<file path="config.mk">
export PLATFORM = sky130hd
export DESIGN_NAME = accr_regs
export DESIGN_NICKNAME = d
export VERILOG_FILES = /design/src/rtl/accr_pkg.sv /design/src/rtl/accr_regs.sv
export SDC_FILE = /design/constraint.sdc
export NUM_CORES = 1
export LEC_CHECK = 0
export BUFFER_PORTS_ARGS = -buffer_cell sky130_fd_sc_hd__buf_4
export CAP_MARGIN = 20
export CORE_MARGIN = 2
export CORE_UTILIZATION = 55
export CTS_CLUSTER_SIZE = 24
export DETAILED_ROUTE_END_ITERATION = 10
export PLACE_DENSITY = 0.84
export SLEW_MARGIN = 10
export SYNTH_ARGS = -nofsm -noshare
export SYNTH_HDL_FRONTEND = slang
export SYNTH_SLANG_ARGS = --single-unit
</file>
<file path="constraint.sdc">
create_clock -name clock -period 9.75 [get_ports clock]
set_input_delay 1.4625 -clock clock [delete_from_list [all_inputs] [get_ports clock]]
set_output_delay 1.4625 -clock clock [all_outputs]
set_load 0.005 [all_outputs]
</file>
<file path="src/rtl/accr_pkg.sv">
`default_nettype none
package accr_pkg;
    // Bus geometry
    localparam int ADDR_W = 8;
    localparam int DATA_W = 32;
    localparam int WORD_W = 16;
    // Register indices; byte address is four times the index
    localparam logic [7:0] IDX_CH1_GAIN_HIGH = 8'h11;
    localparam logic [7:0] IDX_CH1_GAIN_LOW = 8'h12;
    localparam logic [7:0] IDX_CH2_CONFIG = 8'h13;
    localparam logic [7:0] IDX_CH2_OFFSET_HIGH = 8'h14;
    localparam logic [7:0] IDX_CH2_OFFSET_LOW = 8'h15;
    localparam logic [7:0] IDX_CH2_GAIN_HIGH = 8'h16;
    localparam logic [7:0] IDX_CH2_GAIN_LOW = 8'h17;
    // Reset values
    localparam logic [15:0] RST_GAIN_HIGH = 16'h8000;
    localparam logic [15:0] RST_GAIN_LOW = 16'h0000;
    localparam logic [15:0] RST_OFFSET = 16'h0000;
    localparam logic [15:0] RST_CONFIG = 16'h0000;
    // Writable bit masks
    localparam logic [15:0] MASK_LOW_WORD = 16'hff00;
    localparam logic [15:0] MASK_CONFIG = 16'hffc7;
    // Configuration field positions
    localparam int SHIFT_MSB = 15;
    localparam int SHIFT_LSB = 6;
    localparam int HIGHPASS_OFF_BIT = 2;
    // Answer for an unmapped read
    localparam logic [31:0] UNMAPPED_DATA = 32'h0000_0000;
    // Input selection codes
    typedef enum logic [1:0] {
        ACCR_IN_PINS = 2'b00,
        ACCR_IN_SHORT = 2'b01,
        ACCR_IN_TEST_POS = 2'b10,
        ACCR_IN_TEST_NEG = 2'b11
    } accr_input_sel_t;
endpackage : accr_pkg
`default_nettype wire

</file>
<file path="src/rtl/accr_regs.sv">
// Behaviour
// RQ1: Gain is upper word bits 23..8 plus lower word high byte, unsigned.
// RQ2: Upper gain word resets to 8000h, lower gain word to 0000h.
// RQ3: Offset is upper word bits 23..8 plus lower high byte, two's complement.
// RQ4: Low byte of every lower offset or gain word reads zero.
// RQ5: Config bits 15..6 hold signed sample shift, reset zero.
// RQ6: Config bits 5..3 are reserved and read zero.
// RQ7: Config bit 2 set disables the highpass for this channel only.
// RQ8: Config bits 1..0 select pins, shorted, positive or negative test.
// RQ9: Channel 2 config word sits at 13h, resets to 0000h.
// RQ10: Offset words reset to 0000h; channel 2 at 14h and 15h.
// RQ11: Five words per channel in order config, offsets, gains; ends 17h. The code maps only the two gain words (11h, 12h) for channel 1.
// RQ12: Writes to reserved bits are ignored; they keep reading zero.
`default_nettype none
module accr_regs (
    // Clock and reset
    input wire logic clock,
    input wire logic rst_n,
    // Avalon-MM slave
    input wire logic [accr_pkg::ADDR_W-1:0] address,
    input wire logic read,
    input wire logic write,
    input wire logic [accr_pkg::DATA_W-1:0] writedata,
    input wire logic [3:0] byteenable,
    output logic [accr_pkg::DATA_W-1:0] readdata,
    output logic waitrequest,
    output logic [1:0] response,
    // Channel 1 gain value
    output logic [23:0] ch1_gain_value,
    // Channel 2 controls and corrections
    output logic [9:0] ch2_sample_shift,
    output logic ch2_highpass_off,
    output logic [1:0] ch2_input_select,
    output logic [23:0] ch2_offset_value,
    output logic [23:0] ch2_gain_value
);
    import accr_pkg::*;

    logic rst_meta_reg;
    logic rst_sync_n;
    logic ack_reg;
    logic [15:0] ch1_gain_value_high;
    logic [15:0] ch1_gain_value_low;
    logic [15:0] ch2_config;
    logic [15:0] ch2_offset_value_high;
    logic [15:0] ch2_offset_value_low;
    logic [15:0] ch2_gain_value_high;
    logic [15:0] ch2_gain_value_low;
    logic [5:0] index;
    logic aligned;
    logic [15:0] wr_be_mask;
    logic [15:0] read_word;
    logic mapped;
    logic take;

    // Reset release through two flip-flops
    always_ff @(posedge clock or negedge rst_n) begin
        if (!rst_n) begin
            rst_meta_reg <= 1'b0;
            rst_sync_n <= 1'b0;
        end else begin
            rst_meta_reg <= 1'b1;
            rst_sync_n <= rst_meta_reg;
        end
    end

    // Address decode: word index from byte address
    assign index = address[7:2];
    assign aligned = (address[1:0] == 2'b00);
    assign wr_be_mask = {{8{byteenable[1]}}, {8{byteenable[0]}}};
    assign take = (read || write) && !ack_reg;

    // RQ11: consecutive word layout
    always_comb begin
        mapped = aligned;
        read_word = 16'h0000;
        case ({2'b00, index})
            IDX_CH1_GAIN_HIGH: read_word = ch1_gain_value_high;
            // RQ4: low byte reads zero
            IDX_CH1_GAIN_LOW: read_word = ch1_gain_value_low & MASK_LOW_WORD;
            // RQ6: reserved config bits read zero
            IDX_CH2_CONFIG: read_word = ch2_config & MASK_CONFIG;
            IDX_CH2_OFFSET_HIGH: read_word = ch2_offset_value_high;
            IDX_CH2_OFFSET_LOW: read_word = ch2_offset_value_low & MASK_LOW_WORD;
            IDX_CH2_GAIN_HIGH: read_word = ch2_gain_value_high;
            IDX_CH2_GAIN_LOW: read_word = ch2_gain_value_low & MASK_LOW_WORD;
            default: mapped = 1'b0;
        endcase
    end

    // One wait cycle, then acknowledge
    always_ff @(posedge clock or negedge rst_sync_n) begin
        if (!rst_sync_n) begin
            ack_reg <= 1'b0;
        end else begin
            ack_reg <= take;
        end
    end

    always_ff @(posedge clock or negedge rst_sync_n) begin
        if (!rst_sync_n) begin
            waitrequest <= 1'b1;
        end else begin
            waitrequest <= !take;
        end
    end

    always_ff @(posedge clock or negedge rst_sync_n) begin
        if (!rst_sync_n) begin
            readdata <= UNMAPPED_DATA;
            response <= 2'b00;
        end else if (take) begin
            readdata <= (read && mapped) ? {16'h0000, read_word} : UNMAPPED_DATA;
            response <= mapped ? 2'b00 : 2'b11;
        end
    end

    // RQ2: gain reset values; RQ12: reserved write bits masked off
    always_ff @(posedge clock or negedge rst_sync_n) begin
        if (!rst_sync_n) begin
            ch1_gain_value_high <= RST_GAIN_HIGH;
            ch1_gain_value_low <= RST_GAIN_LOW;
            ch2_gain_value_high <= RST_GAIN_HIGH;
            ch2_gain_value_low <= RST_GAIN_LOW;
        end else if (write && take && aligned) begin
            if ({2'b00, index} == IDX_CH1_GAIN_HIGH)
                ch1_gain_value_high <= (ch1_gain_value_high & ~wr_be_mask)
                    | (writedata[15:0] & wr_be_mask);
            if ({2'b00, index} == IDX_CH1_GAIN_LOW)
                ch1_gain_value_low <= (ch1_gain_value_low & ~wr_be_mask)
                    | (writedata[15:0] & wr_be_mask & MASK_LOW_WORD);
            if ({2'b00, index} == IDX_CH2_GAIN_HIGH)
                ch2_gain_value_high <= (ch2_gain_value_high & ~wr_be_mask)
                    | (writedata[15:0] & wr_be_mask);
            if ({2'b00, index} == IDX_CH2_GAIN_LOW)
                ch2_gain_value_low <= (ch2_gain_value_low & ~wr_be_mask)
                    | (writedata[15:0] & wr_be_mask & MASK_LOW_WORD);
        end
    end

    // RQ10: offset words reset to zero
    always_ff @(posedge clock or negedge rst_sync_n) begin
        if (!rst_sync_n) begin
            ch2_offset_value_high <= RST_OFFSET;
            ch2_offset_value_low <= RST_OFFSET;
        end else if (write && take && aligned) begin
            if ({2'b00, index} == IDX_CH2_OFFSET_HIGH)
                ch2_offset_value_high <= (ch2_offset_value_high & ~wr_be_mask)
                    | (writedata[15:0] & wr_be_mask);
            if ({2'b00, index} == IDX_CH2_OFFSET_LOW)
                ch2_offset_value_low <= (ch2_offset_value_low & ~wr_be_mask)
                    | (writedata[15:0] & wr_be_mask & MASK_LOW_WORD);
        end
    end

    // RQ9: config word reset and write
    always_ff @(posedge clock or negedge rst_sync_n) begin
        if (!rst_sync_n) begin
            ch2_config <= RST_CONFIG;
        end else if (write && take && aligned && {2'b00, index} == IDX_CH2_CONFIG) begin
            ch2_config <= (ch2_config & ~wr_be_mask)
                | (writedata[15:0] & wr_be_mask & MASK_CONFIG);
        end
    end

    // RQ1: unsigned gain assembly
    always_ff @(posedge clock or negedge rst_sync_n) begin
        if (!rst_sync_n) begin
            ch1_gain_value <= {RST_GAIN_HIGH, RST_GAIN_LOW[15:8]};
            ch2_gain_value <= {RST_GAIN_HIGH, RST_GAIN_LOW[15:8]};
        end else begin
            ch1_gain_value <= {ch1_gain_value_high, ch1_gain_value_low[15:8]};
            ch2_gain_value <= {ch2_gain_value_high, ch2_gain_value_low[15:8]};
        end
    end

    // RQ3: signed offset assembly
    always_ff @(posedge clock or negedge rst_sync_n) begin
        if (!rst_sync_n) begin
            ch2_offset_value <= {RST_OFFSET, RST_OFFSET[15:8]};
        end else begin
            ch2_offset_value <= {ch2_offset_value_high, ch2_offset_value_low[15:8]};
        end
    end

    // RQ5: sample shift field; RQ7: highpass off; RQ8: input select
    always_ff @(posedge clock or negedge rst_sync_n) begin
        if (!rst_sync_n) begin
            ch2_sample_shift <= RST_CONFIG[SHIFT_MSB:SHIFT_LSB];
            ch2_highpass_off <= RST_CONFIG[HIGHPASS_OFF_BIT];
            ch2_input_select <= ACCR_IN_PINS;
        end else begin
            ch2_sample_shift <= ch2_config[SHIFT_MSB:SHIFT_LSB];
            ch2_highpass_off <= ch2_config[HIGHPASS_OFF_BIT];
            ch2_input_select <= ch2_config[1:0];
        end
    end

    // RQ4: reserved low bytes stay zero
    reserved_low_a: assert property (@(posedge clock) disable iff (!rst_sync_n) // RQ4
        (ch1_gain_value_low[7:0] == 8'h00) && (ch2_gain_value_low[7:0] == 8'h00)
        && (ch2_offset_value_low[7:0] == 8'h00))
        else $error("reserved low byte nonzero");

    // RQ6: reserved config bits stay zero
    config_reserved_a: assert property (@(posedge clock) disable iff (!rst_sync_n) // RQ6
        ch2_config[5:3] == 3'b000)
        else $error("reserved config bits nonzero");

    // RQ12: masked write leaves reserved bits
    reserved_write_a: assert property (@(posedge clock) disable iff (!rst_sync_n) // RQ12
        (write && take && {2'b00, index} == IDX_CH2_CONFIG && aligned)
        |=> (ch2_config[5:3] == 3'b000))
        else $error("config reserved bits written");

    // RQ1: gain output follows words
    gain_assembly_a: assert property (@(posedge clock) disable iff (!rst_sync_n) // RQ1
        ##1 ch2_gain_value == {$past(ch2_gain_value_high), $past(ch2_gain_value_low[15:8])})
        else $error("gain value mismatch");

    // RQ3: offset output follows words
    offset_assembly_a: assert property (@(posedge clock) disable iff (!rst_sync_n) // RQ3
        ##1 ch2_offset_value
            == {$past(ch2_offset_value_high), $past(ch2_offset_value_low[15:8])})
        else $error("offset value mismatch");

    // RQ5: sample shift follows config
    shift_field_a: assert property (@(posedge clock) disable iff (!rst_sync_n) // RQ5
        ##1 ch2_sample_shift == $past(ch2_config[15:6]))
        else $error("sample shift mismatch");

    // RQ7: highpass and select follow config
    highpass_select_a: assert property (@(posedge clock) disable iff (!rst_sync_n) // RQ7
        ##1 (ch2_highpass_off == $past(ch2_config[2]))
            && (ch2_input_select == $past(ch2_config[1:0])))
        else $error("highpass or select mismatch");

    // RQ11: config read returns stored word
    config_read_a: assert property (@(posedge clock) disable iff (!rst_sync_n) // RQ11
        (read && take && aligned && {2'b00, index} == IDX_CH2_CONFIG)
        |=> (!waitrequest && readdata == {16'h0000, $past(ch2_config)}))
        else $error("config read mismatch");

    // RQ2: gain reset value right after reset
    gain_reset_a: assert property (@(posedge clock) // RQ2
        $rose(rst_sync_n) |-> (ch2_gain_value_high == RST_GAIN_HIGH)
            && (ch1_gain_value_high == RST_GAIN_HIGH))
        else $error("gain reset value wrong");

    // RQ9: config reset value
    config_reset_a: assert property (@(posedge clock) // RQ9
        $rose(rst_sync_n) |-> ch2_config == RST_CONFIG)
        else $error("config reset value wrong");

    // RQ10: offset reset value
    offset_reset_a: assert property (@(posedge clock) // RQ10
        $rose(rst_sync_n) |-> (ch2_offset_value_high == RST_OFFSET)
            && (ch2_offset_value_low == RST_OFFSET))
        else $error("offset reset value wrong");

    // RQ11: one answer per taken request
    bus_answer_a: assert property (@(posedge clock) disable iff (!rst_sync_n) // RQ11
        take |=> !waitrequest ##1 waitrequest)
        else $error("bus answer timing wrong");

    // RQ1: channel 1 gain follows words
    ch1_gain_a: assert property (@(posedge clock) disable iff (!rst_sync_n) // RQ1
        ##1 ch1_gain_value == {$past(ch1_gain_value_high), $past(ch1_gain_value_low[15:8])})
        else $error("channel 1 gain mismatch");

    // RQ2: lower gain words reset to zero
    gain_low_reset_a: assert property (@(posedge clock) // RQ2
        $rose(rst_sync_n) |-> (ch1_gain_value_low == RST_GAIN_LOW)
            && (ch2_gain_value_low == RST_GAIN_LOW))
        else $error("lower gain reset value wrong");

    // RQ4: lower word reads give zero low byte
    low_read_a: assert property (@(posedge clock) disable iff (!rst_sync_n) // RQ4
        (read && take && ({2'b00, index} == IDX_CH1_GAIN_LOW
            || {2'b00, index} == IDX_CH2_OFFSET_LOW || {2'b00, index} == IDX_CH2_GAIN_LOW))
        |=> (readdata[7:0] == 8'h00))
        else $error("lower word low byte read nonzero");

    // RQ11: unmapped read answers error with zero
    unmapped_read_a: assert property (@(posedge clock) disable iff (!rst_sync_n) // RQ11
        (read && take && !mapped) |=> (response == 2'b11) && (readdata == UNMAPPED_DATA))
        else $error("unmapped read answer wrong");

    // RQ12: stray writes leave registers alone
    stray_write_a: assert property (@(posedge clock) disable iff (!rst_sync_n) // RQ12
        (write && take && !mapped)
        |=> $stable(ch2_config) && $stable(ch2_offset_value_high)
            && $stable(ch1_gain_value_high) && $stable(ch2_gain_value_high))
        else $error("unmapped write changed a register");

    // RQ8: input select defaults to own pins
    select_reset_a: assert property (@(posedge clock) // RQ8
        $rose(rst_sync_n) |-> ch2_input_select == ACCR_IN_PINS)
        else $error("input select reset value wrong");

    // RQ5: sample shift resets to zero
    shift_reset_a: assert property (@(posedge clock) // RQ5
        $rose(rst_sync_n) |-> (ch2_sample_shift == 10'h000) && !ch2_highpass_off)
        else $error("shift or highpass reset wrong");

    // RQ1: full gain write lands
    gain_write_a: assert property (@(posedge clock) disable iff (!rst_sync_n) // RQ1
        (write && take && aligned && {2'b00, index} == IDX_CH2_GAIN_HIGH
            && byteenable[1:0] == 2'b11)
        |=> (ch2_gain_value_high == $past(writedata[15:0])))
        else $error("gain word write lost");

    // RQ3: full offset write lands
    offset_write_a: assert property (@(posedge clock) disable iff (!rst_sync_n) // RQ3
        (write && take && aligned && {2'b00, index} == IDX_CH2_OFFSET_HIGH
            && byteenable[1:0] == 2'b11)
        |=> (ch2_offset_value_high == $past(writedata[15:0])))
        else $error("offset word write lost");

    // RQ12: config write keeps lanes and reserved bits
    config_write_a: assert property (@(posedge clock) disable iff (!rst_sync_n) // RQ12
        (write && take && aligned && {2'b00, index} == IDX_CH2_CONFIG)
        |=> (ch2_config == (($past(ch2_config) & ~$past(wr_be_mask))
            | ($past(writedata[15:0]) & $past(wr_be_mask) & MASK_CONFIG))))
        else $error("config write result wrong");
endmodule // accr_regs
`default_nettype wire

</file>
# [Word level (Yosys, flattened, before mapping)]
# Index checks and enable logic that the tools add are counted.
[classes] addsub=0 multipliers=0 div=0 magnitude_cmp=0 n_eq_ne=7 shift=0 muxes=4 bitwise_logic=16 reduce_logical=16
[op_table] op="$and 16x16->16" count=8
[op_table] op="$or 16x16->16" count=7
[op_table] op="$pmux 16 s7" count=1
[op_table] op="$eq 6x5->1 const B" count=7
[op_table] op="$mux 16" count=1
[op_table] op="$not 16->16" count=1
[op_table] op="$reduce_and 2->1" count=6
[op_table] op="$reduce_or 7->1" count=1
[op_table] op="$logic_and 1x1->1" count=5
[op_table] op="$logic_not 1->1" count=2
[op_table] op="$logic_not 2->1" count=1
[op_table] op="$mux 2" count=1
[op_table] op="$logic_or 1x1->1" count=1
[op_table] op="$mux 1" count=1
[totals] regBits=235 latch_bits=0 mem_bits_rw=0 romBits=0 inputBits=48 memories=0

# [Logic depth before layout (Yosys ltp)]
[depth] word_depth=5 ltp_mapped=7 mapped_depth_nobuf=4

# [Worst setup path after synthesis]
# No wires, ideal clock.
[synth_timing] path_type="input to register" from="input address[1] (netlist name)" to="register (tool-made name)" setup_ps=125 arrival_ps=2694 required_ps=9625 setup_slack_ps=6931 cell_stages=6 n_path_buf=2 path_cell_list="nor4b_2 and2_1 clkbuf_1 and3_1 buf_2 mux2_2"
[synth_lines] element="start, declared" line="accr_regs.sv:20" source="input wire logic [accr_pkg::ADDR_W-1:0] address,"

==> results by group <==
Placed design
  – Count of buffers inserted at the top-level ports: 133
  – GPL Wtd Cong: 0.821
  – Half-perimeter wire length after placement: 10100 um
  – Placed instance area: 8060 um^2

Clock tree
  – Clock transition time at the flip-flop clock pins of the worst setup and hold paths: 70 ps
  – Number of buffers on the longest clock path: 2
  – Clock tree root buffer cell: sky130_fd_sc_hd__clkbuf_16
  – Clock latency on the worst-skew pair: 430 ps
  – Resized cells post-CTS: 0
  – Buffers inserted by post-CTS timing repair: 0
  – Number of buffers added by the clock tree synthesis step: 17
  – H-tree lvl count: 4
  – Number of sinks driven by the clock tree: 191
  – Hold-fix buffer count after cts: 0
  – Clock tree from TritonCTS: yes

Routing
  – Number of DRC violations after detailed-routing iteration 0: 265
  – Total vias in the final route: 4205
  – Total wirelength of the detailed-routed design: 15600 um
  – Length of the first detailed-routing pass in iterations: 4
  – Final routed wire length divided by cell count: 20.3 um
  – Via density per instance: 5.47
  – Detailed-route DRC error count: 0
  – DRT antenna net count: 0

Power
  – Fraction of power consumed by sequential logic: 52.6%
  – Static power due to leakage: 4.53 nW
  – Cell-internal power: 0.00121 W
  – Power per unit of standard cell area: 179 nW/um^2
  – Net Sw Frac: 22.3%
  – IR drop worst, VDD: 0.0000889 V
  – Share of power burned in combinational logic: 4.8%
  – Reported net switching power: 0.000347 W
  – Clock group share of total power: 42.6%

GRT
  – Pin count of the biggest net entering global routing: 88
  – GR Util All Layers: 24.0%
  – Wire length of the first global-routing pass: 23600 um
  – Vias in the first global route: 4222
  – Initial antenna violation count: 0
  – Global route total overflow: 0

Timing
  – Achievable frequency: 307 MHz
  – Summed negative setup slack over all endpoints: 0 ps
  – Hold violation count in the final report: 0
  – Hold WS: 193 ps
  – Total count of max-transition violations in the final report: 0
  – Clock period minus worst slack: 3250 ps
  – Worst Clk Skew: 9.13 ps
  – Setup violation total in the final timing report: 0
  – Final clock period utilization by the worst path: 33.4%
  – Unrepaired setup endpoints after global routing: false
  – Worst max-slew margin expressed relative to the limit: 29.0%
  – Measured slew at the worst slew-check pin: 1060 ps

Outcome
  – Outcome: completed

Finish
  – Finished Cell Area: 8670 um^2
  – P&R area growth vs syn: 24.3%
  – Count of filler cells inserted in the layout: 881
  – Antenna Cells: 0
  – Proportion of layout cells with a drive suffix above 1: 47.9%
  – Number of nets at the end of the flow: 632

Synth
  – Part of the Yosys area used for sequential elements: 68.6%
  – Yosys cell types: 42
  – Cell Area, Synth: 6980 um^2
  – Avg Synthesized Cell Area: 15.5 um^2
  – Top post-synthesis cells by area: sky130_fd_sc_hd__dfrtp_1, sky130_fd_sc_hd__mux2_2, sky130_fd_sc_hd__buf_4
  – Yosys warnings: 0
  – FF+latch count, synth: 191
  – Most area-hungry cell type in the Yosys netlist: sky130_fd_sc_hd__dfrtp_1
  – Number of standard cells after synthesis: 449
  – Proportion of netlist area held by the largest area contributor: 66.7%

Worst setup path
  – Type of destination of the critical path: flop
  – Worst-case register-to-register setup slack: 7530 ps
  – Reg2Reg Launch Point: ack_reg$_DFF_PN0_
  – Crit Path Category: in -> reg
  – Setup crit start kind: input pin
  – Cell count of the worst reg-to-reg path: 4
  – CP required: 10060 ps
  – Crit path arrival time: 3570 ps
  – Launch point of the worst path: address[4]
  – Biggest fanout along the worst timing path: 19

Floorplanning
  – Die outline height: 117 um
  – Total I/O pin count: 168
  – Effective utilization at floorplan: 55.8%
  – Horizontal die dimension: 117 um
  – Die Footprint: 13600 um^2
  – Core region area: 12500 um^2
  – Std cell rows: 41

Job
  – Count of max-cap constraint violations: 0

Worst hold path
  – Worst hold path class: reg -> async
[kinds of logic (layout without fill, tap and decap cells)]
family | count (synthesis) | count (layout) | synth area share (%)
flip-flops | 191 | 191 | 68.6
multiplexers | 104 | 104 | 16.8
AND/OR/NAND/NOR | 62 | 62 | 5.72
AO/OA/AOI/OAI | 49 | 49 | 5.34
buffers and inverters | 41 | 174 | 3.44
other | 2 | 17 | 0.108
[through the flow]
stage          power (W)  instances  utilization, %  setup WS (ps)
6_report         0.00155        769            69.3           6500
5_1_grt          0.00160        769            69.3           6370
4_1_cts          0.00156        767            68.9           6500
3_5_place_dp    0.000905        735            64.4           6050
3_3_place_gp    0.000901        735            64.4           6070
2_1_floorplan   0.000870        464               -           4040
[critical path, cell delays in order]
cell                       delay [ps]
sky130_fd_sc_hd__buf_4            170
sky130_fd_sc_hd__and4bb_2         580
sky130_fd_sc_hd__nor3b_2          420
sky130_fd_sc_hd__buf_4            260
sky130_fd_sc_hd__nand2_1          290
sky130_fd_sc_hd__mux2_2           380
[layout by cell type, fill, tap and decap left out, drive strengths merged, types with 2 or more instances in the layout]
| master | Yosys | routed |
|---|---|---|
| mux2i | 7 | 7 |
| mux2 | 96 | 96 |
| clkbuf | 8 | 21 |
| conb | 2 | 17 |
| dfrtp | 186 | 186 |
| nand4 | 2 | 2 |
| dfstp | 5 | 5 |
| and4bb | 2 | 2 |
| a222oi | 8 | 8 |
| o21ai | 15 | 15 |
| clkinv | 0 | 6 |
| buf | 30 | 139 |
| nor2 | 5 | 5 |
| nand2 | 21 | 21 |
| nand3 | 4 | 4 |
| and3 | 10 | 10 |
| o211ai | 2 | 2 |
| nand4b | 4 | 4 |
| nor2b | 2 | 2 |
| and2 | 4 | 4 |
| clkinvlp | 0 | 2 |
| a221oi | 8 | 8 |
| a22o | 6 | 6 |
| inv | 3 | 5 |
| o2bb2ai | 5 | 5 |
| nor3b | 4 | 4 |
[area by class of cell]
class / instances / area, um^2 / share of cell area, %
clock buffers: 21 / 460 / 5.31
clock inverters: 11 / 108 / 1.24
inverters: 3 / 11.3 / 0.130
multi-input cells: 232 / 2010 / 23.2
flip-flops and latches: 191 / 4790 / 55.2
well taps: 172 / 215 / 2.48
repair buffers: 139 / 1080 / 12.4
[power by group through the flow]
stage	clock network, W	registers (W)	logic (W)
6_report	0.000661	0.000818	0.0000747
2_1_floorplan	0	0.000841	0.0000299
3_5_place_dp	0	0.000833	0.0000729
4_1_cts	0.000667	0.000818	0.0000731
3_3_place_gp	0	0.000832	0.0000699
5_1_grt	0.000702	0.000819	0.0000823
[per-layer routing]
layer,track usage (%),vias to the layer above,wire length (um)
li1,-,1849,-
met1,31.3,2196,6340
met2,39.9,137,8060
met3,5.50,23,952
met4,8.55,0,223
met5,0,-,0
[worst min path at each step]
stage / to / from / cells after the start
6_report: async pin / rst_sync_n$_DFF_PN0_ / 0
5_1_grt: async pin / rst_sync_n$_DFF_PN0_ / 0
4_1_cts: async pin / rst_sync_n$_DFF_PN0_ / 0
3_5_place_dp: async pin / rst_sync_n$_DFF_PN0_ / 0
3_3_place_gp: async pin / rst_sync_n$_DFF_PN0_ / 0
2_1_floorplan: rst_sync_n$_DFF_PN0_ / rst_meta_reg$_DFF_PN0_ / 0
[cells in the mapped netlist]
cell,number
sky130_fd_sc_hd__a21o_1,1
sky130_fd_sc_hd__a22o_1,6
sky130_fd_sc_hd__buf_2,9
sky130_fd_sc_hd__a31oi_1,1
sky130_fd_sc_hd__nand3_2,3
sky130_fd_sc_hd__clkbuf_1,8
sky130_fd_sc_hd__conb_1,2
sky130_fd_sc_hd__mux4_2,1
sky130_fd_sc_hd__buf_1,1
sky130_fd_sc_hd__and4bb_2,2
sky130_fd_sc_hd__nand4b_1,4
sky130_fd_sc_hd__nand2b_1,1
sky130_fd_sc_hd__a222oi_1,8
sky130_fd_sc_hd__nand2_1,18
sky130_fd_sc_hd__a221oi_1,8
sky130_fd_sc_hd__o21bai_1,1
sky130_fd_sc_hd__nor2_1,3
sky130_fd_sc_hd__and2_1,3
sky130_fd_sc_hd__and2_0,1
sky130_fd_sc_hd__o21ai_0,15
sky130_fd_sc_hd__dfrtp_1,186
sky130_fd_sc_hd__nand4_1,2
sky130_fd_sc_hd__and3b_1,1
sky130_fd_sc_hd__nand2_2,2
sky130_fd_sc_hd__a22oi_1,1
sky130_fd_sc_hd__mux2i_1,7
sky130_fd_sc_hd__nand3_1,1
sky130_fd_sc_hd__nor2b_1,2
sky130_fd_sc_hd__o211ai_1,2
sky130_fd_sc_hd__buf_4,20
sky130_fd_sc_hd__o31ai_1,1
sky130_fd_sc_hd__mux2_2,96
sky130_fd_sc_hd__dfstp_2,5
sky130_fd_sc_hd__nor4b_2,1
sky130_fd_sc_hd__or3_1,1
sky130_fd_sc_hd__and3_1,10
sky130_fd_sc_hd__nor3b_1,2
sky130_fd_sc_hd__inv_1,3
sky130_fd_sc_hd__nand2_4,1
sky130_fd_sc_hd__nor2_2,2
sky130_fd_sc_hd__nor3b_2,2
sky130_fd_sc_hd__o2bb2ai_1,5
Power figures use the tool's default switching activity.
